<file path="config.mk">
export PLATFORM = sky130hd
export DESIGN_NAME = thermal_event_monitor
export DESIGN_NICKNAME = d
export VERILOG_FILES = /design/src/design/thermal_event_pin_event_timer.v /design/src/design/crit_temp_channel.v /design/src/design/thermal_event_monitor.v
export VERILOG_INCLUDE_DIRS = /design/src /design/src/design
export SDC_FILE = /design/constraint.sdc
export NUM_CORES = 1
export LEC_CHECK = 0
export BUFFER_PORTS_ARGS = -buffer_cell sky130_fd_sc_hd__buf_4
export CORE_ASPECT_RATIO = 0.7
export CORE_MARGIN = 3
export CORE_UTILIZATION = 55
export CTS_CLUSTER_DIAMETER = 120
export DETAILED_ROUTE_END_ITERATION = 10
export GPL_ROUTABILITY_DRIVEN = 0
export GPL_TIMING_DRIVEN = 0
export HOLD_SLACK_MARGIN = 0.03
export PLACE_DENSITY = 0.84
export SYNTH_ARGS = -nofsm -noshare
export SYNTH_HDL_FRONTEND = slang
export SYNTH_SLANG_ARGS = --single-unit
export TNS_END_PERCENT = 10
</file>
<file path="constraint.sdc">
create_clock -name clk_sys_in -period 2.86 [get_ports clk_sys_in]
set_input_delay 0.572 -clock clk_sys_in [delete_from_list [all_inputs] [get_ports clk_sys_in]]
set_output_delay 0.572 -clock clk_sys_in [all_outputs]
set_load 0.005 [all_outputs]
</file>
<file path="src/design/thermal_event_monitor_regs.vh">
// Purpose: register map, field positions, reset values and timing of the thermal event monitor
// Assumes: register index times four gives the Wishbone byte address
// Notes:   all data sits in byte lane 0, upper bits read as zero
`ifndef THERMAL_EVENT_MONITOR_REGS_VH
`define THERMAL_EVENT_MONITOR_REGS_VH

// register indices
`define IDX_CONFIG6         8'h10
`define IDX_CONFIG7         8'h11
`define IDX_STATUS2         8'h42
`define IDX_R1_CRIT_LIMIT   8'h6a
`define IDX_LOC_CRIT_LIMIT  8'h6b
`define IDX_R2_CRIT_LIMIT   8'h6c
`define IDX_MASK1           8'h74
`define IDX_MASK2           8'h75
`define IDX_CONFIG3         8'h78
`define IDX_EVENT_TIMER     8'h79
`define IDX_TIMER_LIMIT     8'h7a
`define IDX_CONFIG5         8'h7c
`define IDX_CONFIG4         8'h7d

// field positions
`define BIT_STATUS2_TLIMIT  5
`define BIT_MASK2_TLIMIT    5
`define BIT_MASK1_THERMAL_EVENT_PIN     0
`define BIT_CFG3_THERMAL_EVENT_PIN_EN   1
`define BIT_CFG3_FULL_SPEED 2
`define BIT_CFG4_FUNC_OFF   2
`define BIT_CFG4_DUTY_MAX   3
`define BIT_CFG5_OFFSET64   0
`define BIT_CFG6_MANUAL_OK  3
`define BIT_CFG7_HYST_OFF   0
`define CFG5_CH_EN_LSB      5
`define PIN_FUNC_THERMAL_EVENT_PIN      2'b10

// reset values and full-scale duty
`define RST_ZERO            8'h00
`define RST_CRIT_LIMIT      8'h64
`define DUTY_FULL           8'hff

// disable thresholds of the critical limit, per format
`define CRIT_OFF_OFFSET64   8'h01
`define CRIT_OFF_TWOS       8'h80

// timer resolution
`define TIMER_LSB_NS        22760000
`define CLK_PERIOD_NS       50
`define TIMER_LSB_CYCLES    (`TIMER_LSB_NS / `CLK_PERIOD_NS)

`endif

</file>
<file path="src/design/thermal_event_pin_event_timer.v">
// Purpose: cumulative assertion timer with saturation and clear on read
// Assumes: assert_in is already synchronised to clk_sys_in
// Notes:   value is 1 from first assertion until two resolution steps pass
`timescale 1ns/1ps
`include "thermal_event_monitor_regs.vh"

module thermal_event_pin_event_timer #(
  parameter TICK_CYCLES = `TIMER_LSB_CYCLES
) (
  // clock and reset
  input  wire       clk_sys_in,
  input  wire       rst_in,
  // control
  input  wire       assert_in,
  input  wire       clear_in,
  // state
  output wire [7:0] value_out
);

  reg  [19:0] prescale;
  reg  [7:0]  ticks;
  reg         seen;
  wire        tick_done = (prescale == TICK_CYCLES[19:0] - 20'h0_0001);

  // accumulate assertion time, saturate at full scale
  // RQ23: accumulate, clear, saturate
  always @(posedge clk_sys_in)
  begin
    if (rst_in)
    begin
      prescale <= 20'h0_0000;
      ticks    <= 8'h00;
      seen     <= 1'b0;
    end
    else if (clear_in)
    begin
      // RQ25: restart on read
      prescale <= 20'h0_0000;
      ticks    <= 8'h00;
      seen     <= assert_in;
    end
    else if (assert_in)
    begin
      seen     <= 1'b1;
      prescale <= tick_done ? 20'h0_0000 : prescale + 20'h0_0001;
      if (tick_done && ticks != 8'hff)
        ticks <= ticks + 8'h01;
    end
  end

  // RQ24: bit 0 on first assertion
  assign value_out = (seen && ticks == 8'h00) ? 8'h01 : ticks;

endmodule // thermal_event_pin_event_timer

</file>
<file path="src/design/crit_temp_channel.v">
// Purpose: critical temperature comparison for one channel
// Assumes: temperature carries two fraction bits, updated once per monitoring cycle
// Notes:   condition changes on update_in, or clears at once when disabled, so a trip lasts a whole cycle
`timescale 1ns/1ps
`include "thermal_event_monitor_regs.vh"

module crit_temp_channel (
  // clock and reset
  input  wire       clk_sys_in,
  input  wire       rst_in,
  // measurement
  input  wire [9:0] temp_in,
  input  wire       update_in,
  // configuration
  input  wire [7:0] limit_in,
  input  wire       enable_in,
  input  wire       offset64_in,
  input  wire       hyst_off_in,
  // result
  output reg        active_out
);

  wire [9:0] limit_q   = {limit_in, 2'b00};
  wire [9:0] trip_q    = limit_q + 10'h001;
  // compare in offset form so both formats order as unsigned
  wire [9:0] temp_u    = offset64_in ? temp_in : (temp_in ^ 10'h200);
  wire [9:0] limit_u   = offset64_in ? limit_q : (limit_q ^ 10'h200);
  wire [9:0] trip_u    = offset64_in ? trip_q : (trip_q ^ 10'h200);
  // RQ16: very low limit disables
  wire       limit_off = offset64_in ? (limit_in <= `CRIT_OFF_OFFSET64)
                                     : (limit_in == `CRIT_OFF_TWOS);
  wire       above     = (temp_u >= trip_u);
  wire       at_below  = (temp_u <= limit_u);

  // set at limit plus 0.25, clear at or below limit
  always @(posedge clk_sys_in)
  begin
    if (rst_in)
      active_out <= 1'b0;
    else if (!enable_in || limit_off)
      active_out <= 1'b0;
    else if (update_in)
    begin
      // RQ11: trip above limit
      if (above)
        active_out <= 1'b1;
      // RQ12: hold until at or below
      else if (hyst_off_in || at_below)
        active_out <= 1'b0;
    end
  end

endmodule // crit_temp_channel

</file>
<file path="src/design/thermal_event_monitor.v">
// Purpose: thermal event pin monitor, timer limit alert, pin drive and fan override
// Assumes: temperatures and fan state arrive from logic on clk_sys_in
// Notes:   pin inputs pass two flip-flops; registers sit on classic Wishbone
//          timer step is a parameter for short benches
//          only the main pin is driven
//          no interrupt logic beyond the alert
//
// Contract
// RQ1: eight-bit limit for accumulated event time
// RQ2: compare timer against limit continuously
// RQ3: timer above limit sets flag, raises alert
// RQ4: mask gates only alert, flag still sets
// RQ5: zero limit alerts on first assertion
// RQ6: limit one alerts after 45.52 ms
// RQ7: timer monitoring needs enable bit, off after reset
// RQ8: full-speed bit forces 100% while asserted
// RQ9: bit clear leaves fans unchanged
// RQ10: stopped fans are never raised
// RQ11: drive pin low above limit plus 0.25
// RQ12: hold low until at or below limit
// RQ13: low for at least one monitoring cycle
// RQ14: three critical limits at consecutive addresses
// RQ15: per-channel output enables in config five
// RQ16: very low limit disables that channel
// RQ17: config seven bit zero disables hysteresis
// RQ18: hysteresis on, function off: no drive
// RQ19: hysteresis off, function off: still drives
// RQ20: manual mode needs config six bit three
// RQ21: config four bit three selects duty
// RQ22: config four bit two blocks fan change
// RQ23: timer accumulates, clears on read, saturates
// RQ24: bit zero first, then 22.76 ms steps
// RQ25: read during assertion restarts with bit zero
// RQ26: flags sticky until gone and read
// RQ27: channel conditions combined by OR
//
// The Wishbone slave port was decided locally.
`timescale 1ns/1ps
`include "thermal_event_monitor_regs.vh"

module thermal_event_monitor #(
  parameter TIMER_TICK_CYCLES = `TIMER_LSB_CYCLES
) (
  // clock and reset
  input  wire        clk_sys_in,
  input  wire        rst_in,
  // wishbone slave
  input  wire        wb_cyc_in,
  input  wire        wb_stb_in,
  input  wire        wb_we_in,
  input  wire [8:0]  wb_adr_in,
  input  wire [3:0]  wb_sel_in,
  input  wire [31:0] wb_dat_in,
  output reg  [31:0] wb_dat_out,
  output reg         wb_ack_out,
  // thermal event pins
  input  wire        thermal_event_pin_n_in,
  output reg         thermal_event_pin_out,
  output reg         thermal_event_pin_oe_out,
  input  wire        shared_pin_n_in,
  // temperatures, two fraction bits
  input  wire [9:0]  temp_remote1_in,
  input  wire [9:0]  temp_local_in,
  input  wire [9:0]  temp_remote2_in,
  input  wire [2:0]  temp_update_in,
  // fan control
  input  wire [7:0]  fan_duty_in,
  input  wire [7:0]  fan_max_duty_in,
  input  wire        fan_running_in,
  input  wire        fan_manual_in,
  output reg  [7:0]  fan_duty_out,
  // alert
  output reg         smbus_alert_n_out
);

  // software registers
  reg  [7:0] crit_limit [0:2];
  reg  [7:0] event_timer_limit;
  reg  [7:0] config3;
  reg  [7:0] config4;
  reg  [7:0] config5;
  reg  [7:0] config6;
  reg  [7:0] config7;
  reg  [7:0] mask1;
  reg  [7:0] mask2;
  reg        timer_limit_status_flag;

  // pin synchronisers
  reg  [1:0] main_pin_sync;
  reg  [1:0] shared_pin_sync;

  // bus decode
  // ack low gates the request: one answer each
  wire       bus_req  = wb_cyc_in && wb_stb_in && !wb_ack_out;
  wire [7:0] reg_idx  = {1'b0, wb_adr_in[8:2]};
  wire       bus_wr   = bus_req && wb_we_in && wb_sel_in[0];
  wire       bus_rd   = bus_req && !wb_we_in;
  wire [7:0] wr_byte  = wb_dat_in[7:0];

  // pin function decode
  // shared pin counts only in thermal setting
  wire [1:0] shared_pin_function_select = config4[1:0];
  wire       thermal_event_pin_enabled  = config3[`BIT_CFG3_THERMAL_EVENT_PIN_EN];
  wire       shared_is_thermal_event_pin = (shared_pin_function_select == `PIN_FUNC_THERMAL_EVENT_PIN);

  // timer and comparison
  wire [7:0] timer_value;
  wire       timer_read   = bus_rd && (reg_idx == `IDX_EVENT_TIMER);
  wire       status_read  = bus_rd && (reg_idx == `IDX_STATUS2);
  wire       pin_asserted;
  wire       limit_exceeded;
  wire       alert_masked;

  // channel and override terms
  wire [2:0] ch_active;
  wire [29:0] temps = {temp_remote2_in, temp_local_in, temp_remote1_in};
  wire       any_active;
  wire       drive_allowed;
  wire       full_speed_on_assert;

  // two-flop synchronisers for the external pins
  // reset to idle high: no false event
  always @(posedge clk_sys_in)
  begin
    if (rst_in)
    begin
      main_pin_sync   <= 2'b11;
      shared_pin_sync <= 2'b11;
    end
    else
    begin
      main_pin_sync   <= {main_pin_sync[0], thermal_event_pin_n_in};
      shared_pin_sync <= {shared_pin_sync[0], shared_pin_n_in};
    end
  end

  // either pin low feeds the one timer
  // RQ7: monitoring only with enable bit
  assign pin_asserted = thermal_event_pin_enabled &&
                        (!main_pin_sync[1] || (shared_is_thermal_event_pin && !shared_pin_sync[1]));

  // accumulating timer
  // a read restarts the count; an ongoing
  // event shows 1 again at once
  thermal_event_pin_event_timer #(
    .TICK_CYCLES (TIMER_TICK_CYCLES)
  ) u_timer (
    .clk_sys_in (clk_sys_in),
    .rst_in     (rst_in),
    .assert_in  (pin_asserted),
    .clear_in   (timer_read),
    .value_out  (timer_value)
  );

  // strict compare: 1 beats a zero limit
  // RQ2: continuous compare
  // RQ5: zero limit trips at value one
  // RQ6: limit one trips at two steps
  assign limit_exceeded = (timer_value > event_timer_limit);

  // other pin's mask bit has no effect
  // RQ4: mask bit chosen by pin in use
  assign alert_masked = shared_is_thermal_event_pin ? mask2[`BIT_MASK2_TLIMIT]
                                        : mask1[`BIT_MASK1_THERMAL_EVENT_PIN];

  // sticky timer limit flag, set wins over read
  // excess in the read cycle is never lost
  // set one edge after the limit is passed
  always @(posedge clk_sys_in)
  begin
    if (rst_in)
      timer_limit_status_flag <= 1'b0;
    // RQ3: flag on limit excess
    else if (limit_exceeded)
      timer_limit_status_flag <= 1'b1;
    // RQ26: clear only after read
    else if (status_read)
      timer_limit_status_flag <= 1'b0;
  end

  // alert output, active low
  // low while the flag stands and its mask bit is clear
  always @(posedge clk_sys_in)
  begin
    if (rst_in)
      smbus_alert_n_out <= 1'b1;
    else
      // RQ4: mask gates alert only
      smbus_alert_n_out <= !(timer_limit_status_flag && !alert_masked);
  end

  // per-channel critical temperature conditions
  // format and hysteresis shared by all
  // trip, hold and disable in the channel
  genvar ch;
  generate
    for (ch = 0; ch < 3; ch = ch + 1)
    begin : g_chan
      // RQ15: channel enable bits
      crit_temp_channel u_chan (
        .clk_sys_in  (clk_sys_in),
        .rst_in      (rst_in),
        .temp_in     (temps[ch*10 +: 10]),
        .update_in   (temp_update_in[ch]),
        .limit_in    (crit_limit[ch]),
        .enable_in   (config5[`CFG5_CH_EN_LSB + ch]),
        .offset64_in (config5[`BIT_CFG5_OFFSET64]),
        .hyst_off_in (config7[`BIT_CFG7_HYST_OFF]),
        .active_out  (ch_active[ch])
      );
    end
  endgenerate

  // RQ27: OR of channel conditions
  assign any_active = |ch_active;

  // function-off blocks pin only with hysteresis
  // RQ17: hysteresis off bit
  // RQ18: function off blocks drive
  // RQ19: unless hysteresis is off
  assign drive_allowed = thermal_event_pin_enabled &&
                         (!config4[`BIT_CFG4_FUNC_OFF] || config7[`BIT_CFG7_HYST_OFF]);

  // open-drain pin drive
  // value stays low, enable pulls the pin
  always @(posedge clk_sys_in)
  begin
    if (rst_in)
    begin
      thermal_event_pin_out    <= 1'b0;
      thermal_event_pin_oe_out <= 1'b0;
    end
    else
    begin
      thermal_event_pin_out    <= 1'b0;
      // RQ11: pull pin low
      // RQ13: condition lasts a cycle
      thermal_event_pin_oe_out <= any_active && drive_allowed;
    end
  end

  // full speed override decision
  // stopped fans stay stopped
  // RQ8: full speed while asserted
  // RQ10: only when already running
  // RQ20: manual mode permission
  // RQ22: function off blocks fans
  assign full_speed_on_assert = pin_asserted && config3[`BIT_CFG3_FULL_SPEED] &&
                 fan_running_in && !config4[`BIT_CFG4_FUNC_OFF] &&
                 (!fan_manual_in || config6[`BIT_CFG6_MANUAL_OK]);

  // fan duty output
  // registered: applied duty never glitches
  always @(posedge clk_sys_in)
  begin
    if (rst_in)
      fan_duty_out <= `RST_ZERO;
    // RQ21: full or programmed maximum
    else if (full_speed_on_assert)
      fan_duty_out <= config4[`BIT_CFG4_DUTY_MAX] ? fan_max_duty_in : `DUTY_FULL;
    // RQ9: otherwise pass through
    else
      fan_duty_out <= fan_duty_in;
  end

  // register writes
  // timer and status are read only
  // a write needs byte lane 0
  always @(posedge clk_sys_in)
  begin
    if (rst_in)
    begin
      // limits start high, no early trip
      crit_limit[0]     <= `RST_CRIT_LIMIT;
      crit_limit[1]     <= `RST_CRIT_LIMIT;
      crit_limit[2]     <= `RST_CRIT_LIMIT;
      event_timer_limit <= `RST_ZERO;
      // RQ7: monitoring off after reset
      config3           <= `RST_ZERO;
      config4           <= `RST_ZERO;
      config5           <= `RST_ZERO;
      config6           <= `RST_ZERO;
      config7           <= `RST_ZERO;
      mask1             <= `RST_ZERO;
      mask2             <= `RST_ZERO;
    end
    else if (bus_wr)
    begin
      case (reg_idx)
        // RQ14: consecutive critical limits
        `IDX_R1_CRIT_LIMIT:  crit_limit[0] <= wr_byte;
        `IDX_LOC_CRIT_LIMIT: crit_limit[1] <= wr_byte;
        `IDX_R2_CRIT_LIMIT:  crit_limit[2] <= wr_byte;
        // RQ1: eight-bit timer limit
        `IDX_TIMER_LIMIT:    event_timer_limit <= wr_byte;
        // configuration and mask bytes
        `IDX_CONFIG3:        config3 <= wr_byte;
        `IDX_CONFIG4:        config4 <= wr_byte;
        `IDX_CONFIG5:        config5 <= wr_byte;
        `IDX_CONFIG6:        config6 <= wr_byte;
        `IDX_CONFIG7:        config7 <= wr_byte;
        `IDX_MASK1:          mask1 <= wr_byte;
        `IDX_MASK2:          mask2 <= wr_byte;
        default:             ;
      endcase
    end
  end

  // read data and acknowledge, one wait cycle
  // data is zero outside the ack cycle
  always @(posedge clk_sys_in)
  begin
    if (rst_in)
    begin
      wb_ack_out <= 1'b0;
      wb_dat_out <= 32'h0000_0000;
    end
    else
    begin
      wb_ack_out <= bus_req;
      wb_dat_out <= 32'h0000_0000;
      if (bus_rd)
      begin
        case (reg_idx)
          `IDX_R1_CRIT_LIMIT:  wb_dat_out[7:0] <= crit_limit[0];
          `IDX_LOC_CRIT_LIMIT: wb_dat_out[7:0] <= crit_limit[1];
          `IDX_R2_CRIT_LIMIT:  wb_dat_out[7:0] <= crit_limit[2];
          `IDX_TIMER_LIMIT:    wb_dat_out[7:0] <= event_timer_limit;
          // read-only views
          `IDX_EVENT_TIMER:    wb_dat_out[7:0] <= timer_value;
          `IDX_STATUS2:        wb_dat_out[`BIT_STATUS2_TLIMIT] <= timer_limit_status_flag;
          `IDX_CONFIG3:        wb_dat_out[7:0] <= config3;
          `IDX_CONFIG4:        wb_dat_out[7:0] <= config4;
          `IDX_CONFIG5:        wb_dat_out[7:0] <= config5;
          `IDX_CONFIG6:        wb_dat_out[7:0] <= config6;
          `IDX_CONFIG7:        wb_dat_out[7:0] <= config7;
          `IDX_MASK1:          wb_dat_out[7:0] <= mask1;
          `IDX_MASK2:          wb_dat_out[7:0] <= mask2;
          default:             wb_dat_out <= 32'h0000_0000;
        endcase
      end
    end
  end

endmodule // thermal_event_monitor

</file>
Word-level counts from Yosys, hierarchy flattened
Memory sizes are Yosys's and may differ from the RTL's.
Cells that the tools add are included.
{ "totals": {"word_cells": 180, "register_bits": 144, "n_memories": 1, "output_inout_bits": 44, "ramBits": 24} }
{ "mem_list": {"columns": ["memory", "depth", "width", "read_ports", "rd_clocked_by_memory_dff", "wr", "line", "source"], "rows": [
  ["crit_limit", 3, 8, 3, 0, 3, "thermal_event_monitor.v:77", "reg [7:0] crit_limit [0:2];"]
]} }
{ "op_classes": {"reduce_logical": 62, "n_eq_ne": 19, "n_lt_le_gt_ge": 10, "n_mux": 47, "n_addsub": 5, "bitwise": 13} }
{ "ops": {"columns": ["op", "n"], "rows": [
  ["two-way mux 10 bit", 9],
  ["== test 7 bit, second input constant", 11],
  ["one-hot mux 5 bit (12 select lines)", 1],
  ["two-way mux 8 bit", 6],
  ["adder 10 x 1 -> 10 bit, second input constant", 3],
  [">= comparator 10 bit", 3],
  ["<= comparator 10 bit", 3],
  ["two-way mux 1 bit", 28],
  ["== test 8 bit, second input constant", 3],
  ["<= comparator 8 x 1 -> 1 bit, second input constant", 3],
  ["one-hot mux 2 bit (12 select lines)", 1],
  ["AND reduction 2 bit", 12],
  ["adder 20 x 1 -> 20 bit, second input constant", 1],
  ["== test 20 x 19 -> 1 bit, second input constant", 1],
  ["two-way mux 20 bit", 1],
  ["logical AND 1 bit", 18],
  ["== test 7 x 5 -> 1 bit, second input constant", 2],
  ["one-hot mux 1 bit (13 select lines)", 1],
  ["logical NOT 1 bit", 11],
  ["NOT 1 bit", 10],
  ["nonzero test 2 bit", 5],
  ["OR reduction 2 bit", 5],
  ["logical OR 1 bit", 9],
  ["adder 8 x 1 -> 8 bit, second input constant", 1],
  ["6 further kinds", 8]
]} }

Longest topological paths before layout
{ "logic_depth": {"depth_word": 9, "ltp_mapped": 10} }

Hierarchy
From an unflattened synthesis, not the netlist that was laid out.
{ "hier_totals": {"hier_cells": 911, "hier_area_um2": 8020.2} }
{ "by_module_without_submodules": {"columns": ["mod", "seq_area_each_um2", "area_per_inst_um2", "cells_per_inst", "instances"], "rows": [
  ["thermal_event_monitor", 2482.4, 5629.1, 610, 1],
  ["thermal_event_pin_event_timer", 580.6, 1403.8, 166, 1],
  ["crit_temp_channel", 20.0, 329.1, 45, 3]
]} }

Worst setup path after synthesis
OpenSTA, ideal clock, no wires.
{ "synth_path": {"path_type": "input to register", "start": "input port wb_adr_in[2]", "end": "memory crit_limit[1][2], in the netlist crit_limit[0][10], enable pin", "slack_ps": 590, "setup_ps": 375, "t_required_ps": 2485, "arrival_time_ps": 1895, "cell_stages": 5, "path_cell_list": "buf_2 > inv_2 > or3_1 > clkbuf_1 > o21bai_1"} }
{ "synth_lines": {"columns": ["element", "line", "source"], "rows": [
  ["start: declaration", "thermal_event_monitor.v:51", "input wire [8:0] wb_adr_in,"],
  ["end: declaration", "thermal_event_monitor.v:77", null]
]} }

Worst setup path after layout
{ "layout_path": {"start": "input port wb_adr_in[3]", "end": "register wb_dat_out[3]"} }
{ "layout_via": {"elab_chain_len": 2, "elab_cells_between_ends": 13, "cone_classes": "12 x eq/ne; 1 x mux"} }
{ "layout_rtl": {"columns": ["element", "line", "source"], "rows": [
  ["== test 7 bit / == test 7 x 5 -> 1 bit (equally long branches)", "thermal_event_monitor.v:324", "case (reg_idx)"],
  ["one-hot mux 5 bit (12 select lines) (*)", "thermal_event_monitor.v:324", null],
  ["end signal: assignment", "thermal_event_monitor.v:325", "`IDX_R1_CRIT_LIMIT: wb_dat_out[7:0] <= crit_limit[0];"],
  ["end signal: assignment", "thermal_event_monitor.v:326", "`IDX_LOC_CRIT_LIMIT: wb_dat_out[7:0] <= crit_limit[1];"],
  ["end signal: assignment", "thermal_event_monitor.v:327", "`IDX_R2_CRIT_LIMIT: wb_dat_out[7:0] <= crit_limit[2];"],
  ["end: declaration", "thermal_event_monitor.v:54", "output reg [31:0] wb_dat_out,"]
]} }
Every way passes the cells marked *; elsewhere a longest branch is shown, timed or not.
A chain may end at the register's enable or synchronous reset.

==> results.md <==
* Outcome: finished with violations
* Failing checks: design-rule violations
* DR iter-0 viols at ~1200
* Count leader, synth: dfxtp_1
* Setup bufs post-CTS at 0
* Tightest Hold Check Type: input pin to flip-flop
* Pwr/cell area at a little over 500 mW/mm²
* Drt first pass iters at 11
* I/O Buffers at 81
* Post-Syn Instances at around 870
* Distinct cell type count after synthesis at 65
* H-tree level count at 4
* Cell mode on critical path: buf_2
* Synth Cell Area at 0.007691 mm²
* Post-route setup TNS at 0 ns
* Max cap viols at 0
* Total GRT Usage at a little under a third
* Initial antenna violation count at 0
* Worst VDD drop at around 0.44 mV
* CTS tree: built
* Hpwl dp at approximately 17000 µm
* Part of the cycle the worst path needs at between 90% and 100%
* Layout Nets at 1137
* Synth top cells by count: dfxtp_1, nand2_1, a21oi_1, nor2_1, nand3_1
* IO Count at around 150
* CTS Sinks at roughly 140
* Tmin final at around 2.6 ns
* Slew HR at 37.59%
* Synthesized flop and latch total at about 140
* Die width at around 150 µm
* Residual DRC at 50
* Crit path buf inv count at 4
* Crit-path max cell delay at 0.64 ns
* Critical Path End Type: flip-flop
* Largest net degree at the start of global routing at 17
* Slew Viols, Final at 0
* Worst slew pin tran at 0.9310 ns
* Layout cells sized above 1 at around 18%
* Die area at 0.01546 mm²
* Number of flops mapped to enable cells by yosys at 24
* Initial Util at a little under three fifths
* Startpoint types: input pin
* Synth-to-layout area growth at 19.81%
* Crit Path Class: input pin to flip-flop
* Delay-heaviest family, CP: buffers and inverters
* CP cell instances: buf_4, clkbuf_1, nor3b_1, and2_1, buf_2, buf_2, a222oi_1, o2bb2ai_1, a21oi_1
* Final Hold Fails at 0
* Worst-Skew Late Latency at 0.42 ns
* Syn Area/Cell at slightly below 9 µm²
* Final cell utilization of the core at around 70%
* Ys Warns at 0
* WL/cell at about 20 µm
* Die H at 104.9 µm
* Crit path DAT at about 3 ns
* Vias at a little over 7000
* Total CTS buffers at 17
* Dominant cells by area after synthesis: dfxtp_1, edfxtp_1, ha_1
* Worst endpoint required time at 3.18 ns
* First-pass GRT wire length at approximately 36000 µm
* Largest area contributor in the netlist: dfxtp_1
* CP max stage cell: nor3b_1
* CP max FO at 10
* ANT cells at 0
* Hold_buf cts at 0
* Unrepaired setup endpoints after global routing: false
* Final clock skew at between 0.008 and 0.009 ns
* Clock slew at reported path FFs at approximately 0.060 ns
* FMAX at about 380 MHz
* Endpoints failing setup at 0
* Detailed Route WL at 23610 µm
* Final ANT Viol Nets at 0
* Ys flop type: dfxtp_1
* CTS root buffer: clkbuf_16
* Seq/Total Area, Yosys at 40.61%
* Vias in the first global route at 6817
* Cell Rows at 35
* Leakage at between 3 and 4 nW
* Top-area cell type share of the netlist area at 31.23%
* # fillers at about 1100
* Core Region at 0.01340 mm²
* Max Root-Sink Buffers at 2
* Asr flop ratio synth at 0%
* Total global routing overflow at 0
* Post-CTS sizing at 0
* Vias per cell at 6.091
routing by layer:
layer | up-vias | global-route usage, % | wire length, µm
li1 | 3310 | - | -
met1 | 3306 | 42.81 | 9896
met2 | 555 | 40.18 | 9104
met3 | 100 | 15.13 | 3950
met4 | 2 | 7.779 | 641
met5 | - | 0 | 19
logic make-up after synthesis:
kind of cell,after synthesis,synth area share [%]
adders and majority gates,38,6.182
other,1,0.04876
xor gates and xnor gates,26,2.961
muxes,46,6.133
and+or+nand+nor,322,21.80
DFF,144,40.61
AOI/OAI and AO/OA,169,14.53
buffers and inverters,126,7.744
per-stage QoR:
step | cells | instance area (µm²) | setup slack, ns | power, mW | hold slack (ns)
2_1_floorplan | 896 | 7781 | 0.5903 | 2.326 | 0.3895
3_3_place_gp | 1162 | 8621 | 0.08811 | 2.473 | 0.3909
3_5_place_dp | 1162 | 8621 | 0.006344 | 2.480 | 0.3962
4_1_cts | 1194 | 9215 | 0.3937 | 4.662 | 0.3475
5_1_grt | 1194 | 9215 | 0.1648 | 4.794 | 0.3420
6_report | 1194 | 9215 | 0.2289 | 4.692 | 0.3448
cell usage in the layout, fill, tap and decap left out, types with 6 or more instances in the layout:
| cell | Yosys | routed |
|---|---|---|
| nand2b_1 | 8 | 8 |
| conb_1 | 1 | 25 |
| nand2_1 | 76 | 76 |
| inv_1 | 42 | 42 |
| a221oi_1 | 10 | 10 |
| o21ai_0 | 15 | 15 |
| mux2i_1 | 37 | 37 |
| nor4_1 | 12 | 12 |
| clkbuf_16 | 0 | 18 |
| or3_1 | 9 | 9 |
| a22o_1 | 6 | 6 |
| xnor2_1 | 19 | 19 |
| edfxtp_1 | 24 | 24 |
| clkbuf_1 | 39 | 40 |
| nor2b_1 | 16 | 16 |
| nand3_1 | 48 | 48 |
| dfxtp_1 | 120 | 120 |
| ha_1 | 38 | 38 |
| buf_4 | 26 | 107 |
| nand4_1 | 15 | 15 |
| a21oi_1 | 71 | 71 |
| o211ai_1 | 7 | 7 |
| nor2_1 | 67 | 67 |
| and2_1 | 9 | 9 |
| a21o_1 | 13 | 13 |
| nor3_1 | 18 | 18 |
| or2_2 | 6 | 6 |
| mux2_2 | 9 | 9 |
| xor2_1 | 7 | 7 |
| buf_2 | 14 | 14 |
| nor3b_1 | 9 | 9 |
cell type report:
type	count	area (µm²)	share of cell area (%)
multi-input combinational	626	4063	44.09
tap	185	231.5	2.512
buffer	83	434.2	4.711
sequential	144	3123	33.89
inverter	43	161.4	1.752
clock inverter	10	98.84	1.073
timing repair buffer	81	608.1	6.599
clock buffer	22	495.5	5.377
sequential cells by signal, summed over array words and instances, names as in the netlist, 2 cells and up:
name and cells:
crit_limit 24, u_timer.prescale 20, config3 8, config4 8, config5 8, config6 8, config7 8, event_timer_limit 8
fan_duty_out 8, mask1 8, mask2 8, u_timer.ticks 8, wb_dat_out 8, g_chan.u_chan.active_out 3, main_pin_sync 2, shared_pin_sync 2
final timing paths:
check	startpoint	end	slack, ns	cells past startpoint
max	wb_adr_in[3]	wb_dat_out[3]$_SDFF_PP0_	0.23	9
min	shared_pin_n_in	shared_pin_sync[0]$_SDFF_PP1_	0.34	2
max reg2reg	wb_ack_out$_SDFF_PP0_	event_timer_limit[2]$_SDFFE_PP0P_	0.23	5
min reg2reg	main_pin_sync[0]$_SDFF_PP1_	main_pin_sync[1]$_SDFF_PP1_	0.41	1
where the power goes:
| group | leakage [nW] | switching, mW | internal (mW) | total [mW] |
|---|---|---|---|---|
| combinational | 2.21 | 0.202 | 0.160 | 0.361 |
| sequential | 1.19 | 0.0137 | 2.08 | 2.09 |
| clock | 0.285 | 0.913 | 1.33 | 2.24 |
No activity file was read; power rests on OpenSTA's default activity.
